`src/rtl/xa_params.svh`:
```
// Widths, limits and adjust constants of the extended ALU and table-read datapath
`ifndef XA_PARAMS_SVH
`define XA_PARAMS_SVH
`define XA_DA_W      12
`define XA_PH_W      8
`define XA_PA_W      16
`define XA_PW_W      16
`define XA_BCD_MAX   4'h9
`define XA_BCD_ADJ   4'h6
`define XA_NIB_ZERO  4'h0
`define XA_ONE       8'h01
`define XA_ZERO      8'h00
`endif

```
`src/rtl/xa_pkg.sv`:
```
// Types shared by the extended ALU core, its arithmetic unit and table address former
`include "xa_params.svh"
package xa_pkg;
  typedef enum logic [4:0] {
    XA_TBL_PAGED     = 5'h00, // paged_program_word_read
    XA_TBL_LAST      = 5'h01, // last_page_program_word_read
    XA_TBL_INC_PAGED = 5'h02, // preinc_paged_program_read
    XA_TBL_INC_LAST  = 5'h03, // preinc_last_page_program_read
    XA_XOR_ACC       = 5'h04,
    XA_XOR_MEM       = 5'h05, // exclusive_or_to_memory
    XA_XOR_IMM       = 5'h06,
    XA_ADC_ACC       = 5'h07, // far_add_with_carry
    XA_ADC_MEM       = 5'h08,
    XA_ADD_ACC       = 5'h09, // far_add
    XA_ADD_MEM       = 5'h0a,
    XA_AND_ACC       = 5'h0b, // far_bitwise_conjunction
    XA_AND_MEM       = 5'h0c,
    XA_OR_ACC        = 5'h0d, // far_bitwise_disjunction
    XA_OR_MEM        = 5'h0e,
    XA_CLR_BYTE      = 5'h0f, // far_clear
    XA_CLR_BIT       = 5'h10,
    XA_CPL_MEM       = 5'h11, // far_invert
    XA_CPL_ACC       = 5'h12,
    XA_DAA_MEM       = 5'h13, // far_decimal_adjust
    XA_DEC_MEM       = 5'h14, // far_decrement
    XA_DEC_ACC       = 5'h15,
    XA_INC_MEM       = 5'h16, // far_increment
    XA_INC_ACC       = 5'h17,
    XA_MOV_TO_ACC    = 5'h18, // far_move, memory to accumulator
    XA_MOV_TO_MEM    = 5'h19, // far_move, accumulator to memory
    XA_RL_MEM        = 5'h1a, // far_rotate_left
    XA_RL_ACC        = 5'h1b,
    XA_RLC_MEM       = 5'h1c  // far_rotate_left_through_carry
  } xa_op_type;

  typedef enum logic [2:0] {
    XA_ST_IDLE = 3'b000,
    XA_ST_RD   = 3'b001,
    XA_ST_EXE  = 3'b010,
    XA_ST_TRD  = 3'b011,
    XA_ST_TLAT = 3'b100,
    XA_ST_FIN  = 3'b101
  } xa_st_type;

  // Whole state of the core in one word
  typedef struct packed {
    xa_st_type             st;
    xa_op_type             op;
    logic [`XA_DA_W-1:0]   addr;
    logic [7:0]            imm;
    logic [2:0]            bsel;
    logic [7:0]            acc;
    logic                  c;
    logic                  ac;
    logic                  z;
    logic                  ov;
    logic                  sc;
    logic [7:0]            table_pointer_low;
    logic [`XA_PH_W-1:0]   table_pointer_high;
    logic [7:0]            table_high_byte_latch;
    logic                  dm_rd;
    logic                  dm_wr;
    logic [7:0]            dm_wdata;
    logic                  prog_rd;
    logic [`XA_PA_W-1:0]   prog_addr;
    logic                  done;
  } xa_state_type;
endpackage

```
`src/rtl/xa_alu_if.sv`:
```
// Operand and result bundle between the core and its arithmetic unit
`timescale 1ns/10ps
interface xa_alu_if;
  xa_pkg::xa_op_type op;     // Operation being executed
  logic [7:0]        a;      // Accumulator operand
  logic [7:0]        m;      // Memory or immediate operand
  logic [2:0]        bsel;   // Bit index for bit clear
  logic              c_in;   // Current carry
  logic              ac_in;  // Current half carry
  logic [7:0]        res;    // Result byte
  logic              c_o;
  logic              ac_o;
  logic              ov_o;
  logic              sc_o;
  logic              z_o;
  logic              wr_acc; // Result goes to accumulator
  logic              wr_mem; // Result goes to data memory
  logic              upd_ar; // All five arithmetic flags update
  logic              upd_z;  // Only zero updates
  logic              upd_c;  // Only carry updates
  modport core (output op, a, m, bsel, c_in, ac_in,
                input res, c_o, ac_o, ov_o, sc_o, z_o, wr_acc, wr_mem, upd_ar, upd_z, upd_c);
  modport unit (input op, a, m, bsel, c_in, ac_in,
                output res, c_o, ac_o, ov_o, sc_o, z_o, wr_acc, wr_mem, upd_ar, upd_z, upd_c);
endinterface

```
`src/rtl/xa_alu.sv`:
```
// Byte arithmetic, logic, adjust and rotate unit with flag results
`timescale 1ns/10ps
`include "xa_params.svh"
module xa_alu (
  xa_alu_if.unit alu
);
  import xa_pkg::*;

  logic       cin;   // Carry into the adder
  logic [8:0] sum9;  // Adder with carry out
  logic [4:0] half5; // Low nibble sum for half carry
  logic [7:0] adj;   // Decimal adjust addend
  logic [8:0] daa9;  // Adjusted value with carry out

  // Shared adder and decimal adjust terms
  always_comb begin
    cin   = (alu.op == XA_ADC_ACC || alu.op == XA_ADC_MEM) ? alu.c_in : 1'b0;
    sum9  = {1'b0, alu.a} + {1'b0, alu.m} + {8'h00, cin};
    half5 = {1'b0, alu.a[3:0]} + {1'b0, alu.m[3:0]} + {4'h0, cin};
    adj[3:0] = (alu.a[3:0] > `XA_BCD_MAX || alu.ac_in) ? `XA_BCD_ADJ : `XA_NIB_ZERO;
    adj[7:4] = (alu.a[7:4] > `XA_BCD_MAX || alu.c_in) ? `XA_BCD_ADJ : `XA_NIB_ZERO;
    daa9  = {1'b0, alu.a} + {1'b0, adj};
  end

  // Operation select; destination and flag group per form
  always_comb begin
    alu.res    = alu.m;
    alu.wr_acc = 1'b0;
    alu.wr_mem = 1'b0;
    alu.upd_ar = 1'b0;
    alu.upd_z  = 1'b0;
    alu.upd_c  = 1'b0;
    alu.c_o    = sum9[8];
    case (alu.op)
      XA_XOR_ACC, XA_XOR_IMM, XA_XOR_MEM: begin
        alu.res    = alu.a ^ alu.m;
        alu.wr_acc = (alu.op != XA_XOR_MEM);
        alu.wr_mem = (alu.op == XA_XOR_MEM);
        alu.upd_z  = 1'b1;
      end
      XA_ADC_ACC, XA_ADC_MEM, XA_ADD_ACC, XA_ADD_MEM: begin
        alu.res    = sum9[7:0];
        alu.wr_acc = (alu.op == XA_ADC_ACC || alu.op == XA_ADD_ACC);
        alu.wr_mem = (alu.op == XA_ADC_MEM || alu.op == XA_ADD_MEM);
        alu.upd_ar = 1'b1;
      end
      XA_AND_ACC, XA_AND_MEM: begin
        alu.res    = alu.a & alu.m;
        alu.wr_acc = (alu.op == XA_AND_ACC);
        alu.wr_mem = (alu.op == XA_AND_MEM);
        alu.upd_z  = 1'b1;
      end
      XA_OR_ACC, XA_OR_MEM: begin
        alu.res    = alu.a | alu.m;
        alu.wr_acc = (alu.op == XA_OR_ACC);
        alu.wr_mem = (alu.op == XA_OR_MEM);
        alu.upd_z  = 1'b1;
      end
      XA_CLR_BYTE: begin
        alu.res    = `XA_ZERO;
        alu.wr_mem = 1'b1;
      end
      XA_CLR_BIT: begin
        alu.res    = alu.m & ~(`XA_ONE << alu.bsel);
        alu.wr_mem = 1'b1;
      end
      XA_CPL_MEM, XA_CPL_ACC: begin
        alu.res    = ~alu.m;
        alu.wr_acc = (alu.op == XA_CPL_ACC);
        alu.wr_mem = (alu.op == XA_CPL_MEM);
        alu.upd_z  = 1'b1;
      end
      XA_DAA_MEM: begin
        alu.res    = daa9[7:0];
        alu.wr_mem = 1'b1;
        alu.c_o    = alu.c_in | daa9[8];
        alu.upd_c  = 1'b1;
      end
      XA_DEC_MEM, XA_DEC_ACC: begin
        alu.res    = alu.m - `XA_ONE;
        alu.wr_acc = (alu.op == XA_DEC_ACC);
        alu.wr_mem = (alu.op == XA_DEC_MEM);
        alu.upd_z  = 1'b1;
      end
      XA_INC_MEM, XA_INC_ACC: begin
        alu.res    = alu.m + `XA_ONE;
        alu.wr_acc = (alu.op == XA_INC_ACC);
        alu.wr_mem = (alu.op == XA_INC_MEM);
        alu.upd_z  = 1'b1;
      end
      XA_MOV_TO_ACC: begin
        alu.wr_acc = 1'b1;
      end
      XA_MOV_TO_MEM: begin
        alu.res    = alu.a;
        alu.wr_mem = 1'b1;
      end
      XA_RL_MEM, XA_RL_ACC: begin
        alu.res    = {alu.m[6:0], alu.m[7]};
        alu.wr_acc = (alu.op == XA_RL_ACC);
        alu.wr_mem = (alu.op == XA_RL_MEM);
      end
      XA_RLC_MEM: begin
        alu.res    = {alu.m[6:0], alu.c_in};
        alu.wr_mem = 1'b1;
        alu.c_o    = alu.m[7];
        alu.upd_c  = 1'b1;
      end
      default: begin
        alu.res    = alu.m;
      end
    endcase
  end

  // Flag terms; the core picks the group that applies
  always_comb begin
    alu.z_o  = (alu.res == `XA_ZERO);
    alu.ac_o = half5[4];
    alu.ov_o = (alu.a[7] == alu.m[7]) && (sum9[7] != alu.a[7]);
    alu.sc_o = alu.ov_o ^ sum9[7];
  end
endmodule

```
`src/rtl/xa_core.sv`:
```
// Extended ALU and program table-read execution core
//
// What this block does
// - Paged table read: low to memory, high latch
// - Last-page read uses only low pointer
// - Pre-increment low pointer, then paged read
// - Pre-increment low pointer, then last-page read
// - XOR with memory or immediate, zero flag
// - Full address reaches any memory section
// - Add with carry, five arithmetic flags
// - Add without carry, same five flags
// - AND to accumulator or memory, zero flag
// - OR to accumulator or memory, zero flag
// - Byte or single bit clear, no flags
// - Invert operand, zero flag, either destination
// - Decimal adjust nibbles by six into memory
// - Decimal adjust touches only the carry
// - Decrement operand, zero flag only
// - Increment operand, zero flag only
// - Move memory to accumulator, no flags
// - Move accumulator to memory, no flags
// - Rotate left, bit seven into bit zero
// - Rotate left through carry, carry only
`timescale 1ns/10ps
`include "xa_params.svh"
module xa_core (
  input  wire logic                  clk_i,
  input  wire logic                  srst_i,
  input  wire logic                  op_valid_i,
  input  wire xa_pkg::xa_op_type     op_i,
  input  wire logic [`XA_DA_W-1:0]   addr_i,
  input  wire logic [7:0]            imm_i,
  input  wire logic [2:0]            bit_i,
  input  wire logic                  ptr_wr_i,
  input  wire logic [7:0]            ptr_lo_i,
  input  wire logic [`XA_PH_W-1:0]   ptr_hi_i,
  input  wire logic [7:0]            dm_rdata_i,
  input  wire logic [`XA_PW_W-1:0]   prog_data_i,
  output logic                       op_ready_o,
  output logic                       done_o,
  output logic [`XA_DA_W-1:0]        dm_addr_o,
  output logic                       dm_rd_o,
  output logic                       dm_wr_o,
  output logic [7:0]                 dm_wdata_o,
  output logic [`XA_PA_W-1:0]        prog_addr_o,
  output logic                       prog_rd_o,
  output logic [7:0]                 accumulator_o,
  output logic                       carry_o,
  output logic                       half_carry_flag_o,
  output logic                       zero_o,
  output logic                       signed_range_flag_o,
  output logic                       signed_carry_flag_o,
  output logic [7:0]                 table_pointer_low_o,
  output logic [`XA_PH_W-1:0]        table_pointer_high_o,
  output logic [7:0]                 table_high_byte_latch_o
);
  import xa_pkg::*;

  xa_state_type              s_r;       // Registered state
  xa_state_type              s_nxt;     // Next state
  logic [7:0]                table_pointer_low_inc;  // Low pointer after optional increment
  logic [`XA_PA_W-1:0]       tbl_addr;  // Program address for a table op
  logic                      accept;    // Request taken this cycle

  xa_alu_if alu_if ();

  // Table ops skip the ALU and go to program memory
  function automatic logic is_tbl(input xa_op_type op);
    is_tbl = (op == XA_TBL_PAGED) || (op == XA_TBL_LAST) ||
             (op == XA_TBL_INC_PAGED) || (op == XA_TBL_INC_LAST);
  endfunction

  // Ops that need the memory operand fetched first
  function automatic logic needs_read(input xa_op_type op);
    needs_read = !(is_tbl(op) || op == XA_XOR_IMM || op == XA_CLR_BYTE ||
                   op == XA_DAA_MEM || op == XA_MOV_TO_MEM);
  endfunction

  // Ops that leave every flag alone
  function automatic logic no_flags(input xa_op_type op);
    no_flags = is_tbl(op) || op == XA_CLR_BYTE || op == XA_CLR_BIT ||
               op == XA_MOV_TO_ACC || op == XA_MOV_TO_MEM ||
               op == XA_RL_MEM || op == XA_RL_ACC;
  endfunction

  // Address former for the four table forms
  xa_tbl u_tbl (
    .op_i        (op_i),
    .table_pointer_low_i      (s_r.table_pointer_low),
    .table_pointer_high_i      (s_r.table_pointer_high),
    .table_pointer_low_nxt_o  (table_pointer_low_inc),
    .prog_addr_o (tbl_addr)
  );

  // Arithmetic and logic unit
  xa_alu u_alu (
    .alu (alu_if.unit)
  );

  // Pointer load blocks a request in the same cycle
  assign op_ready_o = (s_r.st == XA_ST_IDLE) && !ptr_wr_i;
  assign accept     = op_ready_o && op_valid_i;

  // Operands to the unit; memory data is same-clock logic
  always_comb begin
    alu_if.op    = s_r.op;
    alu_if.a     = s_r.acc;
    alu_if.m     = (s_r.op == XA_XOR_IMM) ? s_r.imm : dm_rdata_i;
    alu_if.bsel  = s_r.bsel;
    alu_if.c_in  = s_r.c;
    alu_if.ac_in = s_r.ac;
  end

  // Next-state logic for the whole core
  always_comb begin
    s_nxt         = s_r;
    s_nxt.dm_rd   = 1'b0;
    s_nxt.dm_wr   = 1'b0;
    s_nxt.prog_rd = 1'b0;
    s_nxt.done    = 1'b0;
    case (s_r.st)
      XA_ST_IDLE: begin
        // Software pointer load
        if (ptr_wr_i) begin
          s_nxt.table_pointer_low = ptr_lo_i;
          s_nxt.table_pointer_high = ptr_hi_i;
        end else if (op_valid_i) begin
          s_nxt.op   = op_i;
          s_nxt.addr = addr_i;
          s_nxt.imm  = imm_i;
          s_nxt.bsel = bit_i;
          if (is_tbl(op_i)) begin
            // Increment lands before the fetch address is formed
            s_nxt.table_pointer_low      = table_pointer_low_inc;
            s_nxt.prog_addr = tbl_addr;
            s_nxt.prog_rd   = 1'b1;
            s_nxt.st        = XA_ST_TRD;
          end else if (needs_read(op_i)) begin
            s_nxt.dm_rd = 1'b1;
            s_nxt.st    = XA_ST_RD;
          end else begin
            s_nxt.st    = XA_ST_EXE;
          end
        end
      end
      XA_ST_RD: begin
        // Memory answers one cycle after the strobe
        s_nxt.st = XA_ST_EXE;
      end
      XA_ST_EXE: begin
        // Write-back to accumulator or memory
        if (alu_if.wr_acc) begin
          s_nxt.acc = alu_if.res;
        end
        if (alu_if.wr_mem) begin
          s_nxt.dm_wdata = alu_if.res;
          s_nxt.dm_wr    = 1'b1;
        end
        // Flag groups; anything else keeps its value
        if (alu_if.upd_ar) begin
          s_nxt.c  = alu_if.c_o;
          s_nxt.ac = alu_if.ac_o;
          s_nxt.ov = alu_if.ov_o;
          s_nxt.sc = alu_if.sc_o;
          s_nxt.z  = alu_if.z_o;
        end
        if (alu_if.upd_z) begin
          s_nxt.z = alu_if.z_o;
        end
        if (alu_if.upd_c) begin
          s_nxt.c = alu_if.c_o;
        end
        s_nxt.done = 1'b1;
        s_nxt.st   = XA_ST_FIN;
      end
      XA_ST_TRD: begin
        // Program word arrives next cycle
        s_nxt.st = XA_ST_TLAT;
      end
      XA_ST_TLAT: begin
        // Split the word; flags are not touched
        s_nxt.table_high_byte_latch     = prog_data_i[`XA_PW_W-1:8];
        s_nxt.dm_wdata = prog_data_i[7:0];
        s_nxt.dm_wr    = 1'b1;
        s_nxt.done     = 1'b1;
        s_nxt.st       = XA_ST_FIN;
      end
      XA_ST_FIN: begin
        // Done, and the write strobe of a memory-destination or table op, stand in this cycle
        s_nxt.st = XA_ST_IDLE;
      end
      default: begin
        s_nxt.st = XA_ST_IDLE;
      end
    endcase
  end

  // State register; reset clears everything
  always_ff @(posedge clk_i) begin
    if (srst_i) begin
      s_r <= '0;
    end else begin
      s_r <= s_nxt;
    end
  end

  // Outputs straight from the state word
  assign done_o                  = s_r.done;
  assign dm_addr_o               = s_r.addr;
  assign dm_rd_o                 = s_r.dm_rd;
  assign dm_wr_o                 = s_r.dm_wr;
  assign dm_wdata_o              = s_r.dm_wdata;
  assign prog_addr_o             = s_r.prog_addr;
  assign prog_rd_o               = s_r.prog_rd;
  assign accumulator_o           = s_r.acc;
  assign carry_o                 = s_r.c;
  assign half_carry_flag_o       = s_r.ac;
  assign zero_o                  = s_r.z;
  assign signed_range_flag_o     = s_r.ov;
  assign signed_carry_flag_o     = s_r.sc;
  assign table_pointer_low_o     = s_r.table_pointer_low;
  assign table_pointer_high_o    = s_r.table_pointer_high;
  assign table_high_byte_latch_o = s_r.table_high_byte_latch;

  logic [4:0] flag_vec; // All five flags together
  assign flag_vec = {s_r.c, s_r.ac, s_r.z, s_r.ov, s_r.sc};
endmodule

```
`src/rtl/xa_tbl.sv`:
```
// Program address former for the four table-read forms
`timescale 1ns/10ps
`include "xa_params.svh"
module xa_tbl (
  input  wire xa_pkg::xa_op_type    op_i,
  input  wire logic [7:0]           table_pointer_low_i,
  input  wire logic [`XA_PH_W-1:0]  table_pointer_high_i,
  output logic [7:0]                table_pointer_low_nxt_o,
  output logic [`XA_PA_W-1:0]       prog_addr_o
);
  import xa_pkg::*;

  // Pre-increment forms bump the low pointer before the fetch
  always_comb begin
    table_pointer_low_nxt_o = table_pointer_low_i;
    if (op_i == XA_TBL_INC_PAGED || op_i == XA_TBL_INC_LAST) begin
      table_pointer_low_nxt_o = table_pointer_low_i + `XA_ONE;
    end
    // Last page ignores the high pointer: all-ones page
    if (op_i == XA_TBL_LAST || op_i == XA_TBL_INC_LAST) begin
      prog_addr_o = {{`XA_PH_W{1'b1}}, table_pointer_low_nxt_o};
    end else begin
      prog_addr_o = {table_pointer_high_i, table_pointer_low_nxt_o};
    end
  end
endmodule

```
`config.mk`:
```
export PLATFORM = sky130hd
export DESIGN_NAME = xa_core
export DESIGN_NICKNAME = d
export VERILOG_FILES = /design/src/rtl/xa_pkg.sv /design/src/rtl/xa_alu_if.sv /design/src/rtl/xa_alu.sv /design/src/rtl/xa_core.sv /design/src/rtl/xa_tbl.sv
export VERILOG_INCLUDE_DIRS = /design/src /design/src/rtl
export SDC_FILE = /design/constraint.sdc
export NUM_CORES = 1
export LEC_CHECK = 0
export ABC_AREA = 1
export BUFFER_PORTS_ARGS = -buffer_cell sky130_fd_sc_hd__buf_2
export CAP_MARGIN = 25
export CORE_ASPECT_RATIO = 0.75
export CORE_MARGIN = 10
export CORE_UTILIZATION = 45
export CTS_CLUSTER_DIAMETER = 60
export DETAILED_ROUTE_END_ITERATION = 10
export HOLD_SLACK_MARGIN = 0.05
export PLACE_DENSITY = 0.69
export SYNTH_ARGS = -nofsm -noshare
export SYNTH_HDL_FRONTEND = slang
export SYNTH_HIERARCHICAL = 1
export SYNTH_SLANG_ARGS = --single-unit
```
`constraint.sdc`:
```
create_clock -name clk_i -period 6.4 [get_ports clk_i]
set_input_delay 0.32 -clock clk_i [delete_from_list [all_inputs] [get_ports clk_i]]
set_output_delay 0.32 -clock clk_i [all_outputs]
set_load 0.03 [all_outputs]
```
Word-level counts from Yosys, hierarchy flattened
Cells that the tools add are included.

Flip-flop bits (word level): 96. Input port bits: 72. Output and inout port bits: 78. Logic and storage cells: 162.

$add $sub $neg: 8. Order comparisons: 2. Equality and inequality tests: 42. Shift operators: 1. Mux-type cells: 29. Bitwise gates (word level): 11. Reductions and logical operators: 49.

Operators by type and width (count): 8-bit one-hot mux with 13 select lines (1); 5-bit equality test (second input constant) (15); 31-bit two-way mux (2); 5-bit by 4-bit equality test with 1-bit output (second input constant) (9); 8-bit two-way mux (5); 5-bit by 3-bit equality test with 1-bit output (second input constant) (5); 8-bit by 8-bit adder with 9-bit output (2); 1-bit one-hot mux with 9 select lines (2); 9-bit one-hot mux with 2 select lines (1); 17-bit two-way mux (1); 8-bit by 1-bit adder with 8-bit output (second input constant) (2); 8-bit AND (2); 16-bit two-way mux (1); 8-bit NOT (2); 2-bit OR reduction (8); 1-bit logical OR (14); 2-bit AND reduction (7); 13-bit OR reduction (1); 3-bit one-hot mux with 4 select lines (1); 5-bit by 2-bit equality test with 1-bit output (second input constant) (2); 2-bit nonzero test (5); 5-bit OR reduction (2); 9-bit by 1-bit adder with 9-bit output (1); 3-bit two-way mux (3); other kinds (32) (48).

Longest topological paths before layout
Gate-level depths: netlist of run 1.

Word-level depth: 13. Depth in mapped cells: 24.

Modules after synthesis
Netlist of run 1, hierarchy kept.

By module, submodules not included: xa_core (instances 1, cells an instance 577, area an instance 4332.9 µm²); xa_alu (instances 1, cells an instance 447, area an instance 2381.0 µm²); xa_tbl (instances 1, cells an instance 74, area an instance 381.6 µm²).

Least setup slack after synthesis of run 1
No wires, ideal clock.

Kind: reg-to-reg. Start point: register s_r, in the netlist alu_if.op[2]. End point: register s_r, in the netlist zero_o. Arrival: 3.393 ns. Data required time: 6.330 ns. Setup slack: 2.938 ns. Cell stages (with the launch flop): 23. Buffers on the path: 1. Period minus slack after synthesis: 3.462 ns. Cell sequence: dfxtp_1 > nor3b_1 > nand3b_1 > clkbuf_1 > o21ai_0 > inv_1 > fa_1 > fa_1 > inv_1 > nand3_1 > nand2_1 > nand2_1 > nand3_1 > nand2_1 > nor2_1 > nand3_1 > nand2_1 > nand2_1 > inv_1 > nand3_1 > nor2_1 > o21ai_0 > a21oi_1.

Longest elaborated chain between the ends: 8.

RTL lines: start, declared (RTL line xa_core.sv:59) `xa_state_type s_r;`; start signal, assigned (RTL line xa_core.sv:203) `s_r <= s_nxt;`; 5-bit by 3-bit equality test with 1-bit output (*) (RTL line xa_core.sv:108) `alu_if.m = (s_r.op == XA_XOR_IMM) ? s_r.imm : dm_rdata_i;`; 8-bit two-way mux (*) (RTL line xa_core.sv:108); via alu_if.m[0] (RTL line xa_alu_if.sv:6) `logic [7:0] m;`; 8-bit by 8-bit adder with 9-bit output (RTL line xa_alu.sv:18) `sum9 = {1'b0, alu.a} + {1'b0, alu.m} + {8'h00, cin};`; 9-bit by 1-bit adder with 9-bit output (RTL line xa_alu.sv:18); 8-bit one-hot mux with 13 select lines (*) (RTL line xa_alu.sv:34) `case (alu.op)`; 8-bit logical NOT (no source line) (*); via alu_if.z_o (RTL line xa_alu_if.sv:15) `logic z_o;`; 5-bit two-way mux (RTL line xa_core.sv:160) `if (alu_if.upd_ar) begin`; 1-bit two-way mux (*) (RTL line xa_core.sv:167) `if (alu_if.upd_z) begin`.

Mark *: on every way through the listed nets, which the timed path passes. The rest lies on a longest branch. The select of a mux whose other input is x is not followed. A chain may end at the register's enable or synchronous reset.

Final worst setup path of run 1
Start point: register s_r, in the netlist alu_if.op[4]. End point: register s_r, in the netlist zero_o.

Same word-level chain as after synthesis.

==> reports/qor.log, run 1 <==
INFO  timing         setup-tns-final=0ns
INFO  global_route   track_usage=19.9%
INFO  yosys          mappedNetlistNets=1195
INFO  final_layout   layout.nets=1250
INFO  floorplanning  boundaryPins=150
INFO  yosys          syn_inst=1098
INFO  setup_path     cp_max_fo=16
INFO  clock_network  post_cts_repair_resize_count=0
INFO  timing         rsz_0062_raised_after_global_routing=false
INFO  final_layout   area.growth.synth_to_final=7.76%
INFO  placement      post-dp-hpwl=17100um
INFO  clock_network  tritoncts.num_buffers=9
INFO  power_and_ir_drop leakagePower=3.91nW
INFO  power_and_ir_drop vdd_drop_max=0.000163V
INFO  timing         maxSlewHeadroom=37.8%
INFO  floorplanning  dieWidth=165um
INFO  setup_path     setup.worst_path.class=reg2reg
INFO  yosys          edff_count_synth=0
INFO  placement      buffer_ports.inserted=149
INFO  route          firstDrtPassIters=6
INFO  global_route   grt_start_max_net_pins=47
INFO  floorplanning  die-height=129um
INFO  outcome        outcome=completed
INFO  yosys          yosys_warnings=6
INFO  route          post_drt_via_cell_ratio=5.25
INFO  flow_run       max_cap_viol_count=0
INFO  timing         maxClockFrequency=234MHz
INFO  yosys          synth_most_common_cell=sky130_fd_sc_hd__nand2_1
INFO  power_and_ir_drop total_power_after_layout=1.68mW
INFO  yosys          synth_seq_cells=96
INFO  timing         report.final.setup_viol=0
INFO  floorplanning  core_area=15300um2
INFO  placement      place.gp.congestion=0.986
INFO  timing         finalCritPeriodShare=66.8%
INFO  global_route   grt_first_pass_wirelength=34700um
INFO  global_route   antenna_violations_before_repair=2
INFO  route          drc_errors=0
INFO  timing         tightest_slew=0.932ns
INFO  worst_hold_path hold_path.class=in2reg
INFO  global_route   grt_remaining_overflow=0
INFO  clock_network  tritoncts=yes
INFO  setup_path     cp.required=6.67ns
INFO  yosys          post_synth_most_frequent_cells=sky130_fd_sc_hd__nand2_1, sky130_fd_sc_hd__nor2_1, sky130_fd_sc_hd__inv_1, sky130_fd_sc_hd__dfxtp_1, sky130_fd_sc_hd__nand3_1
INFO  setup_path     worst_ep_arrival_time=4.54ns
INFO  floorplanning  start_util=46.3%
INFO  clock_network  clock_path_buffers=2
INFO  timing         finalHoldViolCount=0
INFO  clock_network  hold_buffers=0
INFO  timing         final-max-slew-violation-count=0
INFO  yosys          ys_dominant_reg_cell=sky130_fd_sc_hd__dfxtp_1
INFO  timing         final.min_clock_period=4.27ns
INFO  yosys          synth_cell_type_count=47
INFO  final_layout   fin_cells=1363
INFO  yosys          top_area_cells_in_the_synthesized_netlist=sky130_fd_sc_hd__dfxtp_1, sky130_fd_sc_hd__nand2_1, sky130_fd_sc_hd__buf_4
INFO  yosys          synth_async_sr_flop_share=0%
INFO  clock_network  clk_latency=0.34ns
INFO  floorplanning  core.rowCount=39
INFO  clock_network  clock_tree.htree_level_count=3
INFO  worst_hold_path hold_start=prog_data_i[14]
INFO  placement      dpl.cell_count=1347
INFO  route          antenna_violating_nets_left=0
INFO  floorplanning  design.die.area=21200um2
INFO  clock_network  cts_sinks=96
INFO  final_layout   post-route-cell-area=7650um2
INFO  route          detailedRoute.firstIterationViolations=790
INFO  timing         timing.clock.skew=0.00644ns
INFO  route          num_vias=7162
INFO  route          wire_length_after_detailed_routing=22100um
INFO  setup_path     rr_startpoint=alu_if.op[4]
INFO  clock_network  clk_root_buffer_cell=sky130_fd_sc_hd__clkbuf_16
INFO  clock_network  postCtsSetupBuffers=0
INFO  clock_network  clock_slew_seen_by_the_registers_of_the_worst_setup_and_hold_paths=0.07ns
INFO  final_layout   final_layout_size_suffix_gt1_share=20.5%
INFO  route          wire_per_inst=16.2um
INFO  yosys          synth_top_area_share=27.1%
INFO  yosys          avgSynthCellArea=6.46um2
INFO  setup_path     cp-startpoint=alu_if.op[4]
INFO  yosys          synth_top_area_cell=sky130_fd_sc_hd__dfxtp_1
INFO  setup_path     capturing_element_type_of_the_critical_path=flip-flop
INFO  setup_path     setup.worst_path.start_class=flip-flop
INFO  power_and_ir_drop power-per-cell-area=220nW/um2
INFO  placement      placed_area=7360um2
INFO  global_route   grt_pass1_vias=6594
INFO  yosys          synth-seq-area-share=27.1%
INFO  yosys          syn-cell-area=7100um2
## where the power goes
| part | internal (mW) | total (mW) | switching, mW |
|---|---|---|---|
| combinational | 0.141 | 0.485 | 0.344 |
| clock | 0.269 | 0.518 | 0.250 |
| sequential | 0.640 | 0.681 | 0.0408 |
| total | 1.05 | 1.68 | 0.634 |
## per-layer routing
metal	GRT usage (%)	routed length, um	vias up
met5	0	7	-
li1	-	-	3582
met2	26.8	8500	334
met1	29.8	10600	3223
met4	2.55	157	2
met3	7.30	2820	21
## critical path: stages, from the launching register on
cell and delay, ns:
sky130_fd_sc_hd__dfxtp_1 0.50, sky130_fd_sc_hd__nor3b_1 0.25, sky130_fd_sc_hd__nand3b_1 0.37, sky130_fd_sc_hd__o21ai_0 0.68, sky130_fd_sc_hd__inv_1 0.24, sky130_fd_sc_hd__fa_1 0.50
sky130_fd_sc_hd__fa_1 0.41, sky130_fd_sc_hd__inv_1 0.10, sky130_fd_sc_hd__nand3_1 0.07, sky130_fd_sc_hd__nand2_1 0.13, sky130_fd_sc_hd__nand2_1 0.07, sky130_fd_sc_hd__nand3_1 0.08
sky130_fd_sc_hd__nand2_1 0.05, sky130_fd_sc_hd__nor2_1 0.11, sky130_fd_sc_hd__nand3_1 0.08, sky130_fd_sc_hd__nand2_1 0.10, sky130_fd_sc_hd__nand2_1 0.06, sky130_fd_sc_hd__inv_1 0.06
sky130_fd_sc_hd__nand3_1 0.06, sky130_fd_sc_hd__nor2_1 0.08, sky130_fd_sc_hd__o21ai_0 0.08, sky130_fd_sc_hd__a21oi_1 0.13
## metrics by stage
step                setup slack, ns  hold slack (ns)  util, %
global route                   1.57            0.211     49.9
floorplan                      2.94            0.425        -
finish                         2.13            0.204     49.9
detailed placement             2.22            0.440     48.1
global placement               2.34            0.438     48.1
CTS                            2.19            0.198     49.9
## layout by cell type (no fill, tap or decap), types with 4 or more instances in the layout
master                      synthesis  routed
sky130_fd_sc_hd__nor2_1           129     129
sky130_fd_sc_hd__nor2_4             9       9
sky130_fd_sc_hd__nand3_2            8       8
sky130_fd_sc_hd__ha_1              22      22
sky130_fd_sc_hd__o21ai_1            4       4
sky130_fd_sc_hd__dfxtp_1           96      96
sky130_fd_sc_hd__buf_2              7     149
sky130_fd_sc_hd__nor2_2             8       8
sky130_fd_sc_hd__nand3b_1           4       4
sky130_fd_sc_hd__inv_1            112     112
sky130_fd_sc_hd__nor3_1             9       9
sky130_fd_sc_hd__nand4_1           24      24
sky130_fd_sc_hd__o21ai_0           73      73
sky130_fd_sc_hd__nand2_1          251     251
sky130_fd_sc_hd__inv_2             16      16
sky130_fd_sc_hd__nand2_2           11      11
sky130_fd_sc_hd__nand3_1           96      96
sky130_fd_sc_hd__clkbuf_16          0       9
sky130_fd_sc_hd__nand2_4            4       4
sky130_fd_sc_hd__a21oi_1           68      68
## state kept, by name, indices dropped and copies added, names as in the netlist, 3 cells and up
signal                   count
accumulator_o                8
table_pointer_low_o          8
dm_addr_o                   12
prog_addr_o                 16
alu_if.op                    5
s_r                         11
table_high_byte_latch_o      8
dm_wdata_o                   8
alu_if.bsel                  3
table_pointer_high_o         8
## logic make-up after synthesis
group | after synthesis | share of synthesized area (%)
compound gates | 168 | 12.8
xor+xnor | 4 | 0.494
fa+ha+maj | 25 | 4.73
buf+inv | 237 | 17.5
flops | 96 | 27.1
simple gates | 568 | 37.4
## final cells by class
class | count | area [um2]
inverters | 130 | 490
clock buffers | 9 | 225
diodes | 1 | 2.50
well taps | 205 | 256
multi-input cells | 765 | 3940
flip-flops and latches | 96 | 1920
repair buffers | 151 | 761
clock inverters | 6 | 53.8
fillers | 1648 | 7680
## path summary, 6_finish.rpt
check	to	slack, ns	cells after the start
worst max-delay path	zero_o	2.13	21
worst max register to register	zero_o	2.13	21
worst min-delay path	table_high_byte_latch_o[6]	0.20	3
worst min register to register	s_r[70]	0.45	2
Power figures use the tool's default switching activity.
==> inputs of run 2 (changes only) <==
==> constraint.sdc (replaced) <==
create_clock -name clk_i -period 4 [get_ports clk_i]
set_input_delay 0.2 -clock clk_i [delete_from_list [all_inputs] [get_ports clk_i]]
set_output_delay 0.2 -clock clk_i [all_outputs]
set_load 0.03 [all_outputs]
==> run 2 against run 1 <==
Effect of this change: sequential cell count stayed put; non-clock buffer count grew 14; highest routed layer is now met4; clock power grew 61%; first-iteration DRC count is 3.7% lower; global-route usage is 0.45 points higher; largest power group unchanged; utilization grew 0.69 points; sequential power rose by 59%; clock skew increased by 0.0018 ns; setup slack got worse by 1.6 ns; clock-buffer cell count is 1 higher.
==> reports/qor.log, run 2 (synthesis gave the netlist of run 1 again) <==
INFO  timing         timing.clock.skew=0.00825ns [+0.00180 ns]
INFO  route          wl_met2=8650um [+1.8%]
INFO  power_and_ir_drop p_sw=1.02mW [+60%]
INFO  timing         final.min_clock_period=3.52ns [-0.758 ns]
INFO  clock_network  clock_tree.htree_level_count=3 [unchanged]
INFO  setup_path     critical_path.n_buffers_inverters=3 [unchanged]
INFO  power_and_ir_drop pwr-share-clk=30.7% [about the same]
INFO  clock_network  cts_sinks=96 [unchanged]
INFO  power_and_ir_drop comb_power_share=29.6% [+0.8 points]
INFO  global_route   grt_first_pass_wirelength=35000um [+0.69%]
INFO  route          detailedRoute.firstIterationViolations=761 [-3.7%]
INFO  final_layout   final_layout_size_suffix_gt1_share=21.5% [+1.0 points]
INFO  route          route.top_layer_used=met4
INFO  floorplanning  core.rowCount=39 [unchanged]
INFO  worst_hold_path worstHoldPathCells=3 [unchanged]
INFO  floorplanning  design.die.area=21200um2 [unchanged]
INFO  route          drc_errors=0 [unchanged]
INFO  setup_path     crit_slowest_cell=sky130_fd_sc_hd__fa_1
INFO  final_layout   area.growth.synth_to_final=9.26%
INFO  timing         rsz_0062_raised_after_global_routing=false
INFO  power_and_ir_drop netSwitchingFraction=37.5% [-0.12 points]
INFO  clock_network  tritoncts.num_buffers=9 [unchanged]
INFO  setup_path     cp.required=4.28ns [-2.39 ns]
INFO  final_layout   post-route-cell-area=7750um2 [+1.4%]
INFO  clock_network  tritoncts=yes
INFO  global_route   grt_remaining_overflow=0 [unchanged]
INFO  power_and_ir_drop leakagePower=3.98nW [+1.9%]
INFO  timing         finalHoldWorstSlack=0.0794ns [-0.124 ns]
INFO  power_and_ir_drop internal_power=1.69mW [+61%]
INFO  route          met3WireLength=2980um [+5.8%]
INFO  worst_hold_path hold_path.class=in2reg
INFO  route          firstDrtPassIters=5 [-1]
INFO  power_and_ir_drop power-per-cell-area=350nW/um2 [+59%]
INFO  floorplanning  dieWidth=165um [unchanged]
INFO  timing         final-max-slew-violation-count=0 [unchanged]
INFO  setup_path     setup.worst_path.class=reg2reg
INFO  route          post_drt_via_cell_ratio=5.26 [+0.14%]
INFO  setup_path     timing.reg2reg.worst_path_depth=21 [unchanged]
INFO  floorplanning  die-height=129um [unchanged]
INFO  setup_path     cp_cell_sequence=nor3b_1 > nand3b_1 > o21ai_0 > inv_1 > fa_1 > fa_1 > inv_1 > nand3_1 > nand2_1 > nand2_1 > nand3_1 > nand2_1 > nor2_1 > nand3_1 > nand2_1 > nand2_1 > inv_1 > nand3_1 > nor2_1 > o21ai_0 > a21oi_1
INFO  clock_network  hold_buffers=0 [unchanged]
INFO  route          antenna_violating_nets_left=0 [unchanged]
INFO  setup_path     worst_path_most_repeated_cell=sky130_fd_sc_hd__nand2_1
INFO  route          wire_per_inst=16.2um [-0.26%]
INFO  route          num_vias=7246 [+1.2%]
INFO  clock_network  clk_latency=0.35ns [about the same]
INFO  final_layout   layout.nets=1264 [+1.1%]
INFO  setup_path     critPathMaxStageDelay=0.47ns [-0.21 ns]
INFO  final_layout   final_common_cell=sky130_fd_sc_hd__nand2_1
INFO  setup_path     worst_ep_arrival_time=3.79ns [-0.75 ns]
INFO  setup_path     setup.worst_path.start_class=flip-flop
INFO  global_route   track_usage=20.4% [+0.45 points]
INFO  global_route   grt_start_max_net_pins=47 [unchanged]
INFO  final_layout   most-common-layout-cells=sky130_fd_sc_hd__nand2_1, sky130_fd_sc_hd__buf_2, sky130_fd_sc_hd__nor2_1
INFO  floorplanning  core_area=15300um2 [unchanged]
INFO  placement      placed_area=7470um2 [+1.4%]
INFO  timing         maxClockFrequency=284MHz [+22%]
INFO  placement      post-dp-hpwl=17300um [+1.2%]
INFO  placement      place.gp.congestion=1.00 [+1.8%]
INFO  timing         tightest_slew=0.881ns [-0.0517 ns]
INFO  global_route   antenna_violations_before_repair=0 [-2]
INFO  placement      buffer_ports.inserted=149 [unchanged]
INFO  final_layout   num_antenna_cells=0 [-1]
INFO  setup_path     crit_cells=21 [unchanged]
INFO  floorplanning  start_util=46.3% [unchanged]
INFO  clock_network  clock_path_buffers=2 [unchanged]
INFO  global_route   grt_pass1_vias=6472 [-1.9%]
INFO  timing         finalHoldViolCount=0 [unchanged]
INFO  outcome        outcome=completed
INFO  clock_network  postCtsSetupBuffers=0 [unchanged]
INFO  timing         report.final.setup_viol=0 [unchanged]
INFO  floorplanning  boundaryPins=150 [unchanged]
INFO  setup_path     path_delay_family=simple AND/OR/NAND/NOR gates
INFO  setup_path     cp_max_fo=6 [-10]
INFO  clock_network  clock_slew_seen_by_the_registers_of_the_worst_setup_and_hold_paths=0.07ns [about the same]
INFO  route          wire_length_after_detailed_routing=22300um [+0.76%]
INFO  timing         setup-tns-final=0ns [unchanged]
INFO  clock_network  clk_root_buffer_cell=sky130_fd_sc_hd__clkbuf_16
INFO  power_and_ir_drop power.share.sequential=39.7% [-0.7 points]
INFO  timing         maxSlewHeadroom=41.2% [+3.5 points]
INFO  timing         finalCritPeriodShare=87.9% [+21 points]
INFO  route          m1WireLength=10500um [-1.4%]
INFO  power_and_ir_drop vdd_drop_max=0.000221V [+35%]
INFO  final_layout   largest_register_ffs=16 [unchanged]
INFO  setup_path     capturing_element_type_of_the_critical_path=flip-flop
INFO  flow_run       max_cap_viol_count=0 [unchanged]
## run 2: changes by cell type in the layout (fill, tap and decap cells not counted), sizes merged
| cell | change |
|---|---|
| buf | +14 |
| clkbuf | +1 |
| diode | -1 |
## run 2: worst register-to-register path: cells and delay by family (launching register included)
kind / cells / cell delay (ns)
DFF: 1 / 0.46
and+or+nand+nor: 13 / 1.24
buffers and inverters: 3 / 0.33
AOI/OAI and AO/OA: 3 / 0.55
adders and majority gates: 2 / 0.87
## run 2: timing repair
action                                 4_1_cts  5_1_grt
setup endpoints to repair                    0        1
resized for setup                            0        1
endpoints found under the hold margin        0        0
## run 2: worst paths after layout
check	from	end	slack, ns
setup reg to reg	alu_if.op[2]	zero_o	0.48
hold / removal	prog_data_i[9]	table_high_byte_latch_o[1]	0.08
setup / recovery	alu_if.op[2]	zero_o	0.48
hold reg to reg	s_r[69]	s_r[69]	0.45
## run 2: metrics by stage
step	std cells	total power [mW]	util, %	setup slack (ns)
finish	1377	2.71	50.6	0.484
global route	1377	2.87	50.6	0.204
CTS	1377	2.73	50.6	0.524
detailed placement	1361	1.89	48.8	0.549
global placement	1361	1.89	48.8	0.597
floorplan	1098	1.72	-	0.538
## run 2: layout make-up
type / count / area (um2)
clock inverters: 6 / 53.8
fillers: 1605 / 7570
clock buffers: 10 / 229
repair buffers: 165 / 866
inverters: 130 / 490
well taps: 205 / 256
flip-flops and latches: 96 / 1920
multi-input cells: 765 / 3940
## run 2: power by group through the flow
stage / clock network (mW) / logic [mW] / registers (mW)
4_1_cts: 0.858 / 0.796 / 1.08
3_5_place_dp: 0 / 0.793 / 1.10
3_3_place_gp: 0 / 0.792 / 1.09
2_1_floorplan: 0 / 0.631 / 1.09
6_report: 0.833 / 0.803 / 1.08
5_1_grt: 0.895 / 0.889 / 1.08
## run 2: metal layers
layer | up-vias | global-route usage (%)
li1 | 3609 | -
met1 | 3260 | 30.4
met2 | 361 | 27.8
met3 | 16 | 6.76
met4 | 0 | 3.01
met5 | - | 0
